**config.mk**
```make
export PLATFORM = sky130hd
export DESIGN_NAME = rig_top
export DESIGN_NICKNAME = d
export VERILOG_FILES = /design/src/hdl/rig_pkg.sv /design/src/hdl/rig_top.sv
export SDC_FILE = /design/constraint.sdc
export NUM_CORES = 1
export LEC_CHECK = 0
export BUFFER_PORTS_ARGS = -buffer_cell sky130_fd_sc_hd__buf_2
export CELL_PAD_IN_SITES_DETAIL_PLACEMENT = 1
export CELL_PAD_IN_SITES_GLOBAL_PLACEMENT = 2
export CORE_MARGIN = 5
export CORE_UTILIZATION = 32
export CTS_CLUSTER_DIAMETER = 150
export CTS_CLUSTER_SIZE = 8
export DETAILED_ROUTE_END_ITERATION = 6
export PLACE_DENSITY = 0.83
export SYNTH_ARGS = -nofsm -noshare
export SYNTH_HDL_FRONTEND = slang
export SYNTH_SLANG_ARGS = --single-unit
```
**constraint.sdc**
```tcl
create_clock -name SYS_CLK -period 3.2 [get_ports SYS_CLK]
set_clock_uncertainty 0.2 [all_clocks]
set_input_delay 0.64 -clock SYS_CLK [delete_from_list [all_inputs] [get_ports SYS_CLK]]
set_output_delay 0.64 -clock SYS_CLK [all_outputs]
set_load 0.02 [all_outputs]
```
**src/hdl/rig_pkg.sv**
```systemverilog
package rig_pkg;

  // ----------------------------------------------------------------
  // Register offsets
  // ----------------------------------------------------------------
  localparam logic [7:0] RIG_OFF_RATE = 8'h0A;
  localparam logic [7:0] RIG_OFF_CTRL = 8'h0B;
  localparam logic [7:0] RIG_OFF_FLAG = 8'h0C;
  localparam logic [7:0] RIG_OFF_STS = 8'h10;
  localparam logic [7:0] RIG_OFF_MSK = 8'h11;

  // ----------------------------------------------------------------
  // Field positions
  // ----------------------------------------------------------------
  localparam int RIG_BIT_SET = 7;
  localparam int RIG_BIT_PIE = 6;
  localparam int RIG_BIT_AIE = 5;
  localparam int RIG_BIT_UIE = 4;
  localparam int RIG_BIT_SUM = 7;
  localparam int RIG_FLAG_LSB = 4;

  // ----------------------------------------------------------------
  // Reset values and divider figures
  // ----------------------------------------------------------------
  localparam logic [3:0] RIG_RATE_RST = 4'h0;
  localparam logic [7:0] RIG_CTRL_RST = 8'h00;
  localparam logic [2:0] RIG_MSK_RST = 3'h0;
  localparam int RIG_DIV_W = 15;
  localparam logic [3:0] RIG_TAP_RATE1 = 4'h7;
  localparam logic [3:0] RIG_TAP_RATE2 = 4'h8;

  // ----------------------------------------------------------------
  // Types
  // ----------------------------------------------------------------
  typedef struct packed {
    logic periodic;
    logic alarm;
    logic update;
  } rig_ev_t;

  typedef struct packed {
    logic [7:0] addr;
    logic [7:0] wdata;
    logic wr;
    logic rd;
  } rig_req_t;

endpackage : rig_pkg

```
**src/hdl/rig_top.sv**
```systemverilog
`timescale 1ns/1ns
module rig_top #(
  parameter int DIV_W = 15
) (
  // Clock, reset, enable
  input wire logic SYS_CLK,
  input wire logic RESET_N,
  input wire logic CE,
  // Register port
  input wire rig_pkg::rig_req_t REG_REQ,
  output logic [7:0] REG_RDATA,
  // Event generators
  input wire logic TB_TICK,
  input wire logic ALARM_MATCH,
  input wire logic UPDATE_DONE,
  // Open-drain request pin, active low
  output logic IRQ_N_O,
  output logic IRQ_N_OE,
  // System interrupt
  output logic INT_LVL
);
  import rig_pkg::*;

  // ----------------------------------------------------------------
  // Elaboration checks
  // ----------------------------------------------------------------
  if (DIV_W < RIG_DIV_W) begin : g_bad_div
    $error("rig_top: DIV_W too small for slowest periodic rate");
  end

  // ----------------------------------------------------------------
  // Bus decode
  // ----------------------------------------------------------------
  logic wr_rate;
  logic wr_ctrl;
  logic wr_sts;
  logic wr_msk;
  logic rd_flag;

  assign wr_rate = REG_REQ.wr && (REG_REQ.addr == RIG_OFF_RATE);
  assign wr_ctrl = REG_REQ.wr && (REG_REQ.addr == RIG_OFF_CTRL);
  assign wr_sts = REG_REQ.wr && (REG_REQ.addr == RIG_OFF_STS);
  assign wr_msk = REG_REQ.wr && (REG_REQ.addr == RIG_OFF_MSK);
  assign rd_flag = REG_REQ.rd && (REG_REQ.addr == RIG_OFF_FLAG);

  // ----------------------------------------------------------------
  // Periodic divider
  // ----------------------------------------------------------------
  logic [DIV_W-1:0] div_q;
  logic [DIV_W-1:0] div_d;
  logic [DIV_W-1:0] per_mask;
  logic [DIV_W-1:0] one_w;
  logic [3:0] rate_q;
  logic [3:0] tap;
  logic per_hit;

  assign one_w = {{(DIV_W-1){1'b0}}, 1'b1};

  // Rates 1 and 2 alias onto the slow taps 7 and 8, those of rates 8 and 9; rates 3 and up use tap rate-1
  always_comb begin
    unique case (rate_q)
      4'h1: tap = RIG_TAP_RATE1;
      4'h2: tap = RIG_TAP_RATE2;
      default: tap = 4'(rate_q - 4'h1);
    endcase
    per_mask = (one_w << tap) - one_w;
    div_d = TB_TICK ? div_q + one_w : div_q;
    per_hit = TB_TICK && (rate_q != 4'h0) && ((div_q & per_mask) == per_mask);
  end

  always_ff @(posedge SYS_CLK) begin
    if (!RESET_N) begin
      div_q <= '0;
    end else if (CE) begin
      div_q <= div_d;
    end
  end

  // ----------------------------------------------------------------
  // Control registers
  // ----------------------------------------------------------------
  logic [3:0] rate_d;
  logic [7:0] ctrl_q;
  logic [7:0] ctrl_d;
  rig_ev_t en_d;
  rig_ev_t en_q;

  always_comb begin
    rate_d = wr_rate ? REG_REQ.wdata[3:0] : rate_q;
    ctrl_d = wr_ctrl ? REG_REQ.wdata : ctrl_q;
    // A frozen user copy during SET also holds back the update request
    en_d.periodic = ctrl_d[RIG_BIT_PIE];
    en_d.alarm = ctrl_d[RIG_BIT_AIE];
    en_d.update = ctrl_d[RIG_BIT_UIE] && !ctrl_d[RIG_BIT_SET];
    en_q.periodic = ctrl_q[RIG_BIT_PIE];
    en_q.alarm = ctrl_q[RIG_BIT_AIE];
    en_q.update = ctrl_q[RIG_BIT_UIE] && !ctrl_q[RIG_BIT_SET];
  end

  always_ff @(posedge SYS_CLK) begin
    if (!RESET_N) begin
      rate_q <= RIG_RATE_RST;
      ctrl_q <= RIG_CTRL_RST;
    end else if (CE) begin
      rate_q <= rate_d;
      ctrl_q <= ctrl_d;
    end
  end

  // ----------------------------------------------------------------
  // Event flags and request pin
  // ----------------------------------------------------------------
  rig_ev_t ev;
  rig_ev_t flags_q;
  rig_ev_t flags_d;
  rig_ev_t hold_q;
  rig_ev_t hold_d;
  logic irq_oe_q;
  logic irq_oe_d;

  always_comb begin
    ev.periodic = per_hit;
    ev.alarm = ALARM_MATCH;
    ev.update = UPDATE_DONE;
    // Events landing in the read cycle wait one cycle so the read sees stable flags
    if (rd_flag) begin
      flags_d = '0;
      // Older held events stay held, or a second read back to back would lose them
      hold_d = hold_q | ev;
    end else begin
      flags_d = flags_q | hold_q | ev;
      hold_d = '0;
    end
    irq_oe_d = |(flags_d & en_d);
  end

  always_ff @(posedge SYS_CLK) begin
    if (!RESET_N) begin
      flags_q <= '0;
      hold_q <= '0;
      irq_oe_q <= 1'b0;
    end else if (CE) begin
      flags_q <= flags_d;
      hold_q <= hold_d;
      irq_oe_q <= irq_oe_d;
    end
  end

  assign IRQ_N_O = 1'b0;
  assign IRQ_N_OE = irq_oe_q;

  // ----------------------------------------------------------------
  // System interrupt
  // ----------------------------------------------------------------
  logic [2:0] sts_q;
  logic [2:0] sts_d;
  logic [2:0] msk_q;
  logic [2:0] msk_d;
  logic int_q;
  logic int_d;

  always_comb begin
    msk_d = wr_msk ? REG_REQ.wdata[2:0] : msk_q;
    // New events win over a write-one-to-clear in the same cycle
    sts_d = (sts_q & ~(wr_sts ? REG_REQ.wdata[2:0] : 3'h0)) | ev;
    int_d = |(sts_d & msk_d);
  end

  always_ff @(posedge SYS_CLK) begin
    if (!RESET_N) begin
      sts_q <= '0;
      msk_q <= RIG_MSK_RST;
      int_q <= 1'b0;
    end else if (CE) begin
      sts_q <= sts_d;
      msk_q <= msk_d;
      int_q <= int_d;
    end
  end

  assign INT_LVL = int_q;

  // ----------------------------------------------------------------
  // Read data
  // ----------------------------------------------------------------
  logic [7:0] rdata_q;
  logic [7:0] rdata_d;

  always_comb begin
    rdata_d = 8'h00;
    if (REG_REQ.rd) begin
      unique case (REG_REQ.addr)
        RIG_OFF_RATE: rdata_d = {4'h0, rate_q};
        RIG_OFF_CTRL: rdata_d = ctrl_q;
        RIG_OFF_FLAG: rdata_d = {irq_oe_q, flags_q, 4'h0};
        RIG_OFF_STS: rdata_d = {5'h00, sts_q};
        RIG_OFF_MSK: rdata_d = {5'h00, msk_q};
        default: rdata_d = 8'h00;
      endcase
    end
  end

  always_ff @(posedge SYS_CLK) begin
    if (!RESET_N) begin
      rdata_q <= 8'h00;
    end else if (CE) begin
      rdata_q <= rdata_d;
    end
  end

  assign REG_RDATA = rdata_q;

  // ----------------------------------------------------------------
  // Checks
  // ----------------------------------------------------------------
  chk_pin_follows_flags: assert property (
    @(posedge SYS_CLK) disable iff (!RESET_N)
    IRQ_N_OE == |(flags_q & en_q))
    else $error("request pin disagrees with flags and enables");

  chk_summary_mirrors_pin: assert property (
    @(posedge SYS_CLK) disable iff (!RESET_N)
    CE && rd_flag |=> REG_RDATA[RIG_BIT_SUM] == $past(IRQ_N_OE))
    else $error("summary bit differs from pin state");

  chk_read_clears_flags: assert property (
    @(posedge SYS_CLK) disable iff (!RESET_N)
    CE && rd_flag |=> flags_q == '0 && !IRQ_N_OE)
    else $error("flag read did not clear flags");

  chk_read_posts_event: assert property (
    @(posedge SYS_CLK) disable iff (!RESET_N)
    CE && rd_flag && ALARM_MATCH ##1 CE && !rd_flag |=> flags_q.alarm)
    else $error("event during flag read was lost");

  chk_disabled_no_pin: assert property (
    @(posedge SYS_CLK) disable iff (!RESET_N)
    en_q == '0 |-> !IRQ_N_OE)
    else $error("pin driven with every source disabled");

  chk_flag_sets_anyway: assert property (
    @(posedge SYS_CLK) disable iff (!RESET_N)
    CE && UPDATE_DONE && !rd_flag |=> flags_q.update)
    else $error("update flag not set by event");

  chk_enable_asserts_now: assert property (
    @(posedge SYS_CLK) disable iff (!RESET_N)
    CE && wr_ctrl && REG_REQ.wdata[RIG_BIT_PIE] && flags_q.periodic && !rd_flag
    |=> IRQ_N_OE)
    else $error("late enable did not assert pin at once");

  chk_reset_clears_all: assert property (
    @(posedge SYS_CLK) disable iff (!RESET_N)
    $rose(RESET_N) |-> !IRQ_N_OE && flags_q == '0 && ctrl_q == RIG_CTRL_RST)
    else $error("reset left flags, enables or pin set");

  chk_slow_rate_tap: assert property (
    @(posedge SYS_CLK) disable iff (!RESET_N)
    per_hit && rate_q == 4'hF |-> div_q[13:0] == 14'h3FFF && TB_TICK)
    else $error("slowest periodic rate fired off its tap");

  chk_int_level: assert property (
    @(posedge SYS_CLK) disable iff (!RESET_N)
    INT_LVL == |(sts_q & msk_q))
    else $error("interrupt level disagrees with status and mask");

  chk_event_survives_reads: assert property (
    @(posedge SYS_CLK) disable iff (!RESET_N)
    CE && rd_flag && ALARM_MATCH ##1 CE && rd_flag ##1 CE && !rd_flag
    |=> flags_q.alarm)
    else $error("event held over back to back reads was lost");

  chk_set_blocks_update: assert property (
    @(posedge SYS_CLK) disable iff (!RESET_N)
    ctrl_q[RIG_BIT_SET] && !ctrl_q[RIG_BIT_PIE] && !ctrl_q[RIG_BIT_AIE] |-> !IRQ_N_OE)
    else $error("update request passed while SET was high");

  chk_pin_rises_event: assert property (
    @(posedge SYS_CLK) disable iff (!RESET_N)
    CE && ALARM_MATCH && en_d.alarm && !rd_flag |=> IRQ_N_OE)
    else $error("enabled alarm event did not drive the pin");

  chk_idle_rdata_zero: assert property (
    @(posedge SYS_CLK) disable iff (!RESET_N)
    CE && !REG_REQ.rd |=> REG_RDATA == 8'h00)
    else $error("read data not zero outside a read");

  chk_status_set_wins: assert property (
    @(posedge SYS_CLK) disable iff (!RESET_N)
    CE && ALARM_MATCH |=> sts_q[1])
    else $error("alarm event did not set system status");

  chk_status_w1c: assert property (
    @(posedge SYS_CLK) disable iff (!RESET_N)
    CE && wr_sts && REG_REQ.wdata[1] && !ALARM_MATCH |=> !sts_q[1])
    else $error("write one did not clear system status");

  chk_ce_freezes_state: assert property (
    @(posedge SYS_CLK) disable iff (!RESET_N)
    !CE |=> $stable(flags_q) && $stable(ctrl_q) && $stable(IRQ_N_OE))
    else $error("state moved while clock enable was low");

  chk_alias_rate_tap: assert property (
    @(posedge SYS_CLK) disable iff (!RESET_N)
    per_hit && rate_q == 4'h1 |-> div_q[6:0] == 7'h7F && TB_TICK)
    else $error("rate one fired off its tap");

endmodule : rig_top

```
== Yosys cells after proc, flatten, opt, wreduce, memory -nomap -nowiden ==
Cells that the tools add are included.

* Logic and storage cells: 59
* Flip-flop bits (word level): 49
* Output and inout bits: 11
* Bits of input ports: 24

* Reductions and logical operators: 15
* Bitwise logic cells: 9
* $add $sub $neg: 3
* Shift-type cells: 1
* Multiplexer cells: 8
* Eq/ne operators: 8

{| class="wikitable"
|+ Operators by type and width
! operator !! count
|-
| $pmux W8 S5 || 1
|-
| $eq A8 B4 Y1 const B || 3
|-
| $eq A8 B5 Y1 const B || 2
|-
| $mux W8 || 2
|-
| $add A15 B1 Y15 const B || 1
|-
| $and A15 B15 Y15 || 1
|-
| $eq A15 B15 Y1 || 1
|-
| $shl A1 B4 Y15 const A || 1
|-
| $sub A15 B1 Y15 const B || 1
|-
| $mux W3 || 4
|-
| $or A3 B3 Y3 || 4
|-
| $and A3 B3 Y3 || 3
|-
| $logic_and A1 B1 Y1 || 8
|-
| $pmux W4 S2 || 1
|-
| $reduce_and A2 Y1 || 3
|-
| $reduce_or A3 Y1 || 2
|-
| $eq A4 B1 Y1 const B || 1
|-
| $eq A4 B2 Y1 const B || 1
|-
| $reduce_bool A4 Y1 || 1
|-
| $sub A4 B1 Y4 const B || 1
|-
| $not A3 Y3 || 1
|-
| $logic_not A1 Y1 || 1
|}

== Logic depth before layout (Yosys ltp) ==
* Depth after elaboration: 11
* Gate-level depth with buffers: 15
* Mapped depth without buffers: 14

== Least setup slack after synthesis ==
No wires, ideal clock.

* Kind: register to register
* Start point: reg rate_q[1]
* End point: reg int_q (netlist: INT_LVL)
* Period minus slack after synthesis: 3537 ps
* Data arrival time: 3257 ps
* Required time: 2921 ps
* Setup time: 79 ps
* Stages on the path, launching flop included: 15
* Buffers on the path: 1
* Slack: -337 ps
* Path through: dfxtp_1 > inv_1 > ha_1 > or3_4 > a211o_4 > buf_2 > nand4_1 > ha_1 > inv_1 > a21o_1 > o21ai_0 > o32ai_1 > a2111oi_1 > nand4_2 > a211oi_2

* Cells in the longest elaborated chain, start to end: 10
* Elaborated cells between the ends (all ways): 14
* Those cells by class: add/sub: 2; eq/ne: 3; shift: 1; mux: 1; bitwise: 3; reduce/logical: 4

{| class="wikitable"
|+ RTL lines
! item !! RTL line !! RTL
|-
| start: declaration || rig_top.sv:53 || <nowiki>logic [3:0] rate_q;</nowiki>
|-
| start signal: assignment || rig_top.sv:105 || <nowiki>rate_q <= rate_d;</nowiki>
|-
| $sub A4 B1 Y4 (tied with other cells) || rig_top.sv:64 || <nowiki>default: tap = 4'(rate_q - 4'h1);</nowiki>
|-
| $pmux W4 S2 || rig_top.sv:61 || <nowiki>unique case (rate_q)</nowiki>
|-
| $shl A1 B4 Y15 || rig_top.sv:66 || <nowiki>per_mask = (one_w << tap) - one_w;</nowiki>
|-
| $sub A15 B1 Y15 || rig_top.sv:66 ||
|-
| $and A15 B15 Y15 || rig_top.sv:68 || <nowiki>per_hit = TB_TICK && (rate_q != 4'h0) && ((div_q & per_mask) == per_mask);</nowiki>
|-
| $eq A15 B15 Y1 || rig_top.sv:68 ||
|-
| $logic_and A1 B1 Y1 (*) || rig_top.sv:68 ||
|-
| $or A3 B3 Y3 (*) || rig_top.sv:165 || <nowiki>sts_d = (sts_q & ~(wr_sts ? REG_REQ.wdata[2:0] : 3'h0)) | ev;</nowiki>
|-
| $and A3 B3 Y3 (*) || rig_top.sv:166 || <nowiki>int_d = |(sts_d & msk_d);</nowiki>
|-
| $reduce_or A3 Y1 (*) || rig_top.sv:166 ||
|-
| end signal: assignment || rig_top.sv:177 || <nowiki>int_q <= int_d;</nowiki>
|-
| end: declaration || rig_top.sv:159 || <nowiki>logic int_q;</nowiki>
|}

Mark *: on every way between the ends. The rest lies on a longest branch, timed or not.
A chain may end at the register's enable or synchronous reset.

== Worst setup path after layout ==
Same ends and word-level chain as after synthesis.

==> summary.md <==
| Metric | Value |
|---|---|
| Height of the die | `109.2 µm` |
| Fin. max-slew vios | `0` |
| Slowest CP cell | `a2111o_1` |
| DRT Wirelength | `10540 µm` |
| Post-synthesis async set-or-reset flop share | `0` |
| Syn Nets | `412` |
| Maximum VDD drop | `0.1661 mV` |
| Clock Tree Buf Depth | `2` |
| Synth area leader | `dfxtp_1` |
| Hold path depth | `2` |
| Fin nets | `491` |
| Ys flop type | `dfxtp_1` |
| Grt ovf | `0` |
| Worst skew pair latency | `0.31 ns` |
| Peak Freq | `290.8 MHz` |
| Lkg Pwr | `1.500 nW` |
| Startpoint types | `flip-flop` |
| Average cell area after synthesis | `8.244 µm²` |
| # rows | `36` |
| Crit path time final | `3.439 ns` |
| ANT nets after route | `0` |
| CTS tree | `yes` |
| Hold slack | `0.2771 ns` |
| Worst path max stage delay | `0.42 ns` |
| Hold Startpoint | `REG_RDATA[1]` |
| Status | `finished with violations` |
| Area growth from synthesis to layout | `29.08%` |
| RSZ-0062 raised after global routing | `true` |
| Hold WC Path Type | `flip-flop to flip-flop` |
| Crit-path max FO | `7` |
| Cell Int Power | `813.9 µW` |
| Via count | `3212` |
| I/O pins | `35` |
| Crit path kind | `flip-flop to flip-flop` |
| Worst setup slack after layout | `-0.2389 ns` |
| R2r setup slk | `-0.24 ns` |
| DR vias/cell | `5.398` |
| Clock H-tree levels | `2` |
| Crit path cell chain | `inv_4, ha_4, buf_6, or3b_4, o211a_1, buf_4, a21oi_1, nor3_2, a2111o_1, nor4_2, nand4_2, a211oi_2` |
| Rel. slew slack | `0.5966` |
| Initial antenna violation count | `0` |
| Top cell type's share of synthesized area | `0.3115` |
| Vias in the first global route | `3442` |
| Net Sw Power | `305.7 µW` |
| DP Worst Slack | `-0.2182 ns` |
| Final cycle utilization of the critical path | `1.075` |
| Hold Fails Final Rpt | `0` |
| WP buf/inv | `3` |
| Final GP Congestion | `0.8698` |
| CTS Buf Count | `5` |
| Worst reg2reg path endpoint | `INT_LVL` |
| Worst r2r path cells | `12` |
| Power density over the cells | `275.4 nW/µm²` |
| Crit. End Element | `flip-flop` |
| Ant diodes | `0` |
| Clock share of power | `0.369` |
| Number of synthesized flops with an enable pin | `0` |
| Post-DP HPWL | `7505 µm` |
| Post-synthesis cell type count | `65` |
| Number of I/O port buffers | `33` |
| Initial core utilization | `0.3252` |
| Sequential fraction of the synthesis area | `0.3115` |
| Clk pin slew, worst setup/hold paths | `0.11 ns` |
| Violated checks | `negative setup slack` |
| Chip Width | `109.2 µm` |
| Hold Crit Endpoint | `REG_RDATA[1]` |
| Full die area | `11930 µm²` |
| Synth area leaders | `dfxtp_1 (31%), mux2i_1 (7.9%), nor2b_1 (5.6%), nand2_1 (4.1%), xnor2_1 (3.3%)` |
| # setup viols final | `5` |
| First-pass GRT wire length | `16660 µm` |
| Worst-Margin Slew | `0.6029 ns` |
| Num Clock Sinks | `49` |
| Flops & latches, synth | `49` |
| FF-to-FF Start | `rate_q[1]` |
| Synth Warn # | `0` |
| Core footprint | `9684 µm²` |
| Max-Cap Viols | `0` |
| 1st-iter DRT viols | `106` |
| Gr usage total | `0.1746` |
| Gate power share | `0.076` |
| Switching Fraction | `0.2731` |
| Layout cell share with drive strength beyond 1 | `0.2879` |
| DRT Pass-1 Iters | `4` |
| Post-Syn Area | `3149 µm²` |
| Cells after Synth | `382` |
| Largest net degree at the start of global routing | `25` |
| Crit path DAT | `3.47 ns` |
| Routed len/inst | `17.71 µm` |
| DRC | `0` |
| Crit path required time | `3.23 ns` |
| CTS root buffer | `clkbuf_8` |
| Sequential Power Share | `0.555` |
| Largest delay share family, worst path | `compound AO/OA/AOI/OAI gates` |
[power groups by stage]
stage | Sequential (mW) | Combinational [mW] | Clock (mW)
2_1_floorplan | 0.635 | 0.0479 | 0
3_3_place_gp | 0.636 | 0.0834 | 0
3_5_place_dp | 0.636 | 0.0852 | 0
4_1_cts | 0.621 | 0.0861 | 0.423
5_1_grt | 0.622 | 0.0951 | 0.448
6_report | 0.621 | 0.0855 | 0.413
[timing repair]
action / CTS / global route
setup endpoints to repair: 5 / 5
hold endpoints to repair: 0 / 0
resized for setup: 10 / 13
pin swaps: 12 / 4
buffers inserted: 12 / 3
hold buffers: 0 / 0
[routing by layer]
metal  wire (µm)  vias up  GRT usage
li1            -     1555          -
met1        4298     1553     0.1939
met2        5615       86     0.3311
met3         427       18    0.03316
met4         197        0    0.05699
met5           0        -          0
[final cells by class]
cell class / count / area (µm²)
tap: 133 / 166.4
multi-input combinational: 302 / 2147
timing repair buffer: 91 / 615.6
sequential: 49 / 988.4
inverter: 12 / 50.05
clock inverter: 3 / 28.78
clock buffer: 5 / 68.82
fill: 1162 / 5619
[cell families (layout without fill, tap and decap cells)]
logic type               count (synthesis)  after routing  synth area share
AO/OA/AOI/OAI                          101            101            0.2356
buffers and inverters                   31            111           0.04052
AND/OR/NAND/NOR                        155            155            0.2682
XOR/XNOR                                13             13           0.03615
multiplexers                            26             26           0.08304
flip-flops                              49             49            0.3115
other                                    1              1          0.001191
adder cells (fa/ha/maj)                  6              6           0.02384
[worst max-delay path by stage]
stage                          from         end  slack, ns  cells after the start
after floorplan           rate_q[1]     INT_LVL      -0.07                     13
after global placement    rate_q[0]     INT_LVL     -0.005                     11
after detailed placement  rate_q[0]  flags_q[2]      -0.22                     14
after CTS                 rate_q[1]     INT_LVL   0.000002                     12
after global routing      rate_q[1]     INT_LVL      -0.37                     12
final                     rate_q[1]     INT_LVL      -0.24                     12
[worst reg2reg max path, stage by stage (launching register included)]
cell      delay (ns)
dfxtp_4         0.38
inv_4           0.06
ha_4            0.13
buf_6           0.09
or3b_4          0.37
o211a_1         0.17
buf_4           0.18
a21oi_1         0.40
nor3_2          0.11
a2111o_1        0.42
nor4_2          0.30
nand4_2         0.27
a211oi_2        0.27
[cell usage after synthesis (6+ instances only)]
cell type	n
a21boi_0	10
a21oi_1	18
and2_1	11
buf_2	6
clkbuf_1	11
dfxtp_1	49
ha_1	6
inv_1	11
mux2i_1	25
nand2_1	34
nand3_1	17
nor2_1	20
nor2b_1	28
nor3_1	13
o21ai_0	20
o22ai_1	7
or3_1	6
xnor2_1	12
[flip-flops by register name (all words and copies together), names as in the netlist]
| register | flops |
|---|---|
| msk_q | 3 |
| flags_q | 3 |
| hold_q | 3 |
| IRQ_N_OE | 1 |
| INT_LVL | 1 |
| REG_RDATA | 8 |
| sts_q | 3 |
| rate_q | 4 |
| ctrl_q | 8 |
| div_q | 15 |
[placed cells by master (no fill, tap or decap), drive strengths merged, types with 10 or more instances in the layout]
| master | instances |
|---|---|
| buf | 91 |
| dfxtp | 49 |
| nand2 | 34 |
| nor2b | 28 |
| mux2i | 25 |
| o21ai | 23 |
| nor2 | 20 |
| a21oi | 18 |
| nand3 | 17 |
| nor3 | 13 |
| inv | 13 |
| xnor2 | 12 |
| and2 | 11 |
| a21boi | 10 |
[metrics by stage]
stage	setup TNS, ns	cell area [µm²]	power [mW]	instances	utilization
3_5_place_dp	-0.7817	3759	0.7213	573	0.3881
2_1_floorplan	-0.1345	3193	0.6829	382	-
6_report	-0.8642	4065	1.120	595	0.4198
4_1_cts	0	3989	1.130	593	0.4119
3_3_place_gp	-0.009135	3759	0.7192	573	0.3881
5_1_grt	-1.619	4065	1.166	595	0.4198
Note: power is estimated with default switching activity, not from simulation.
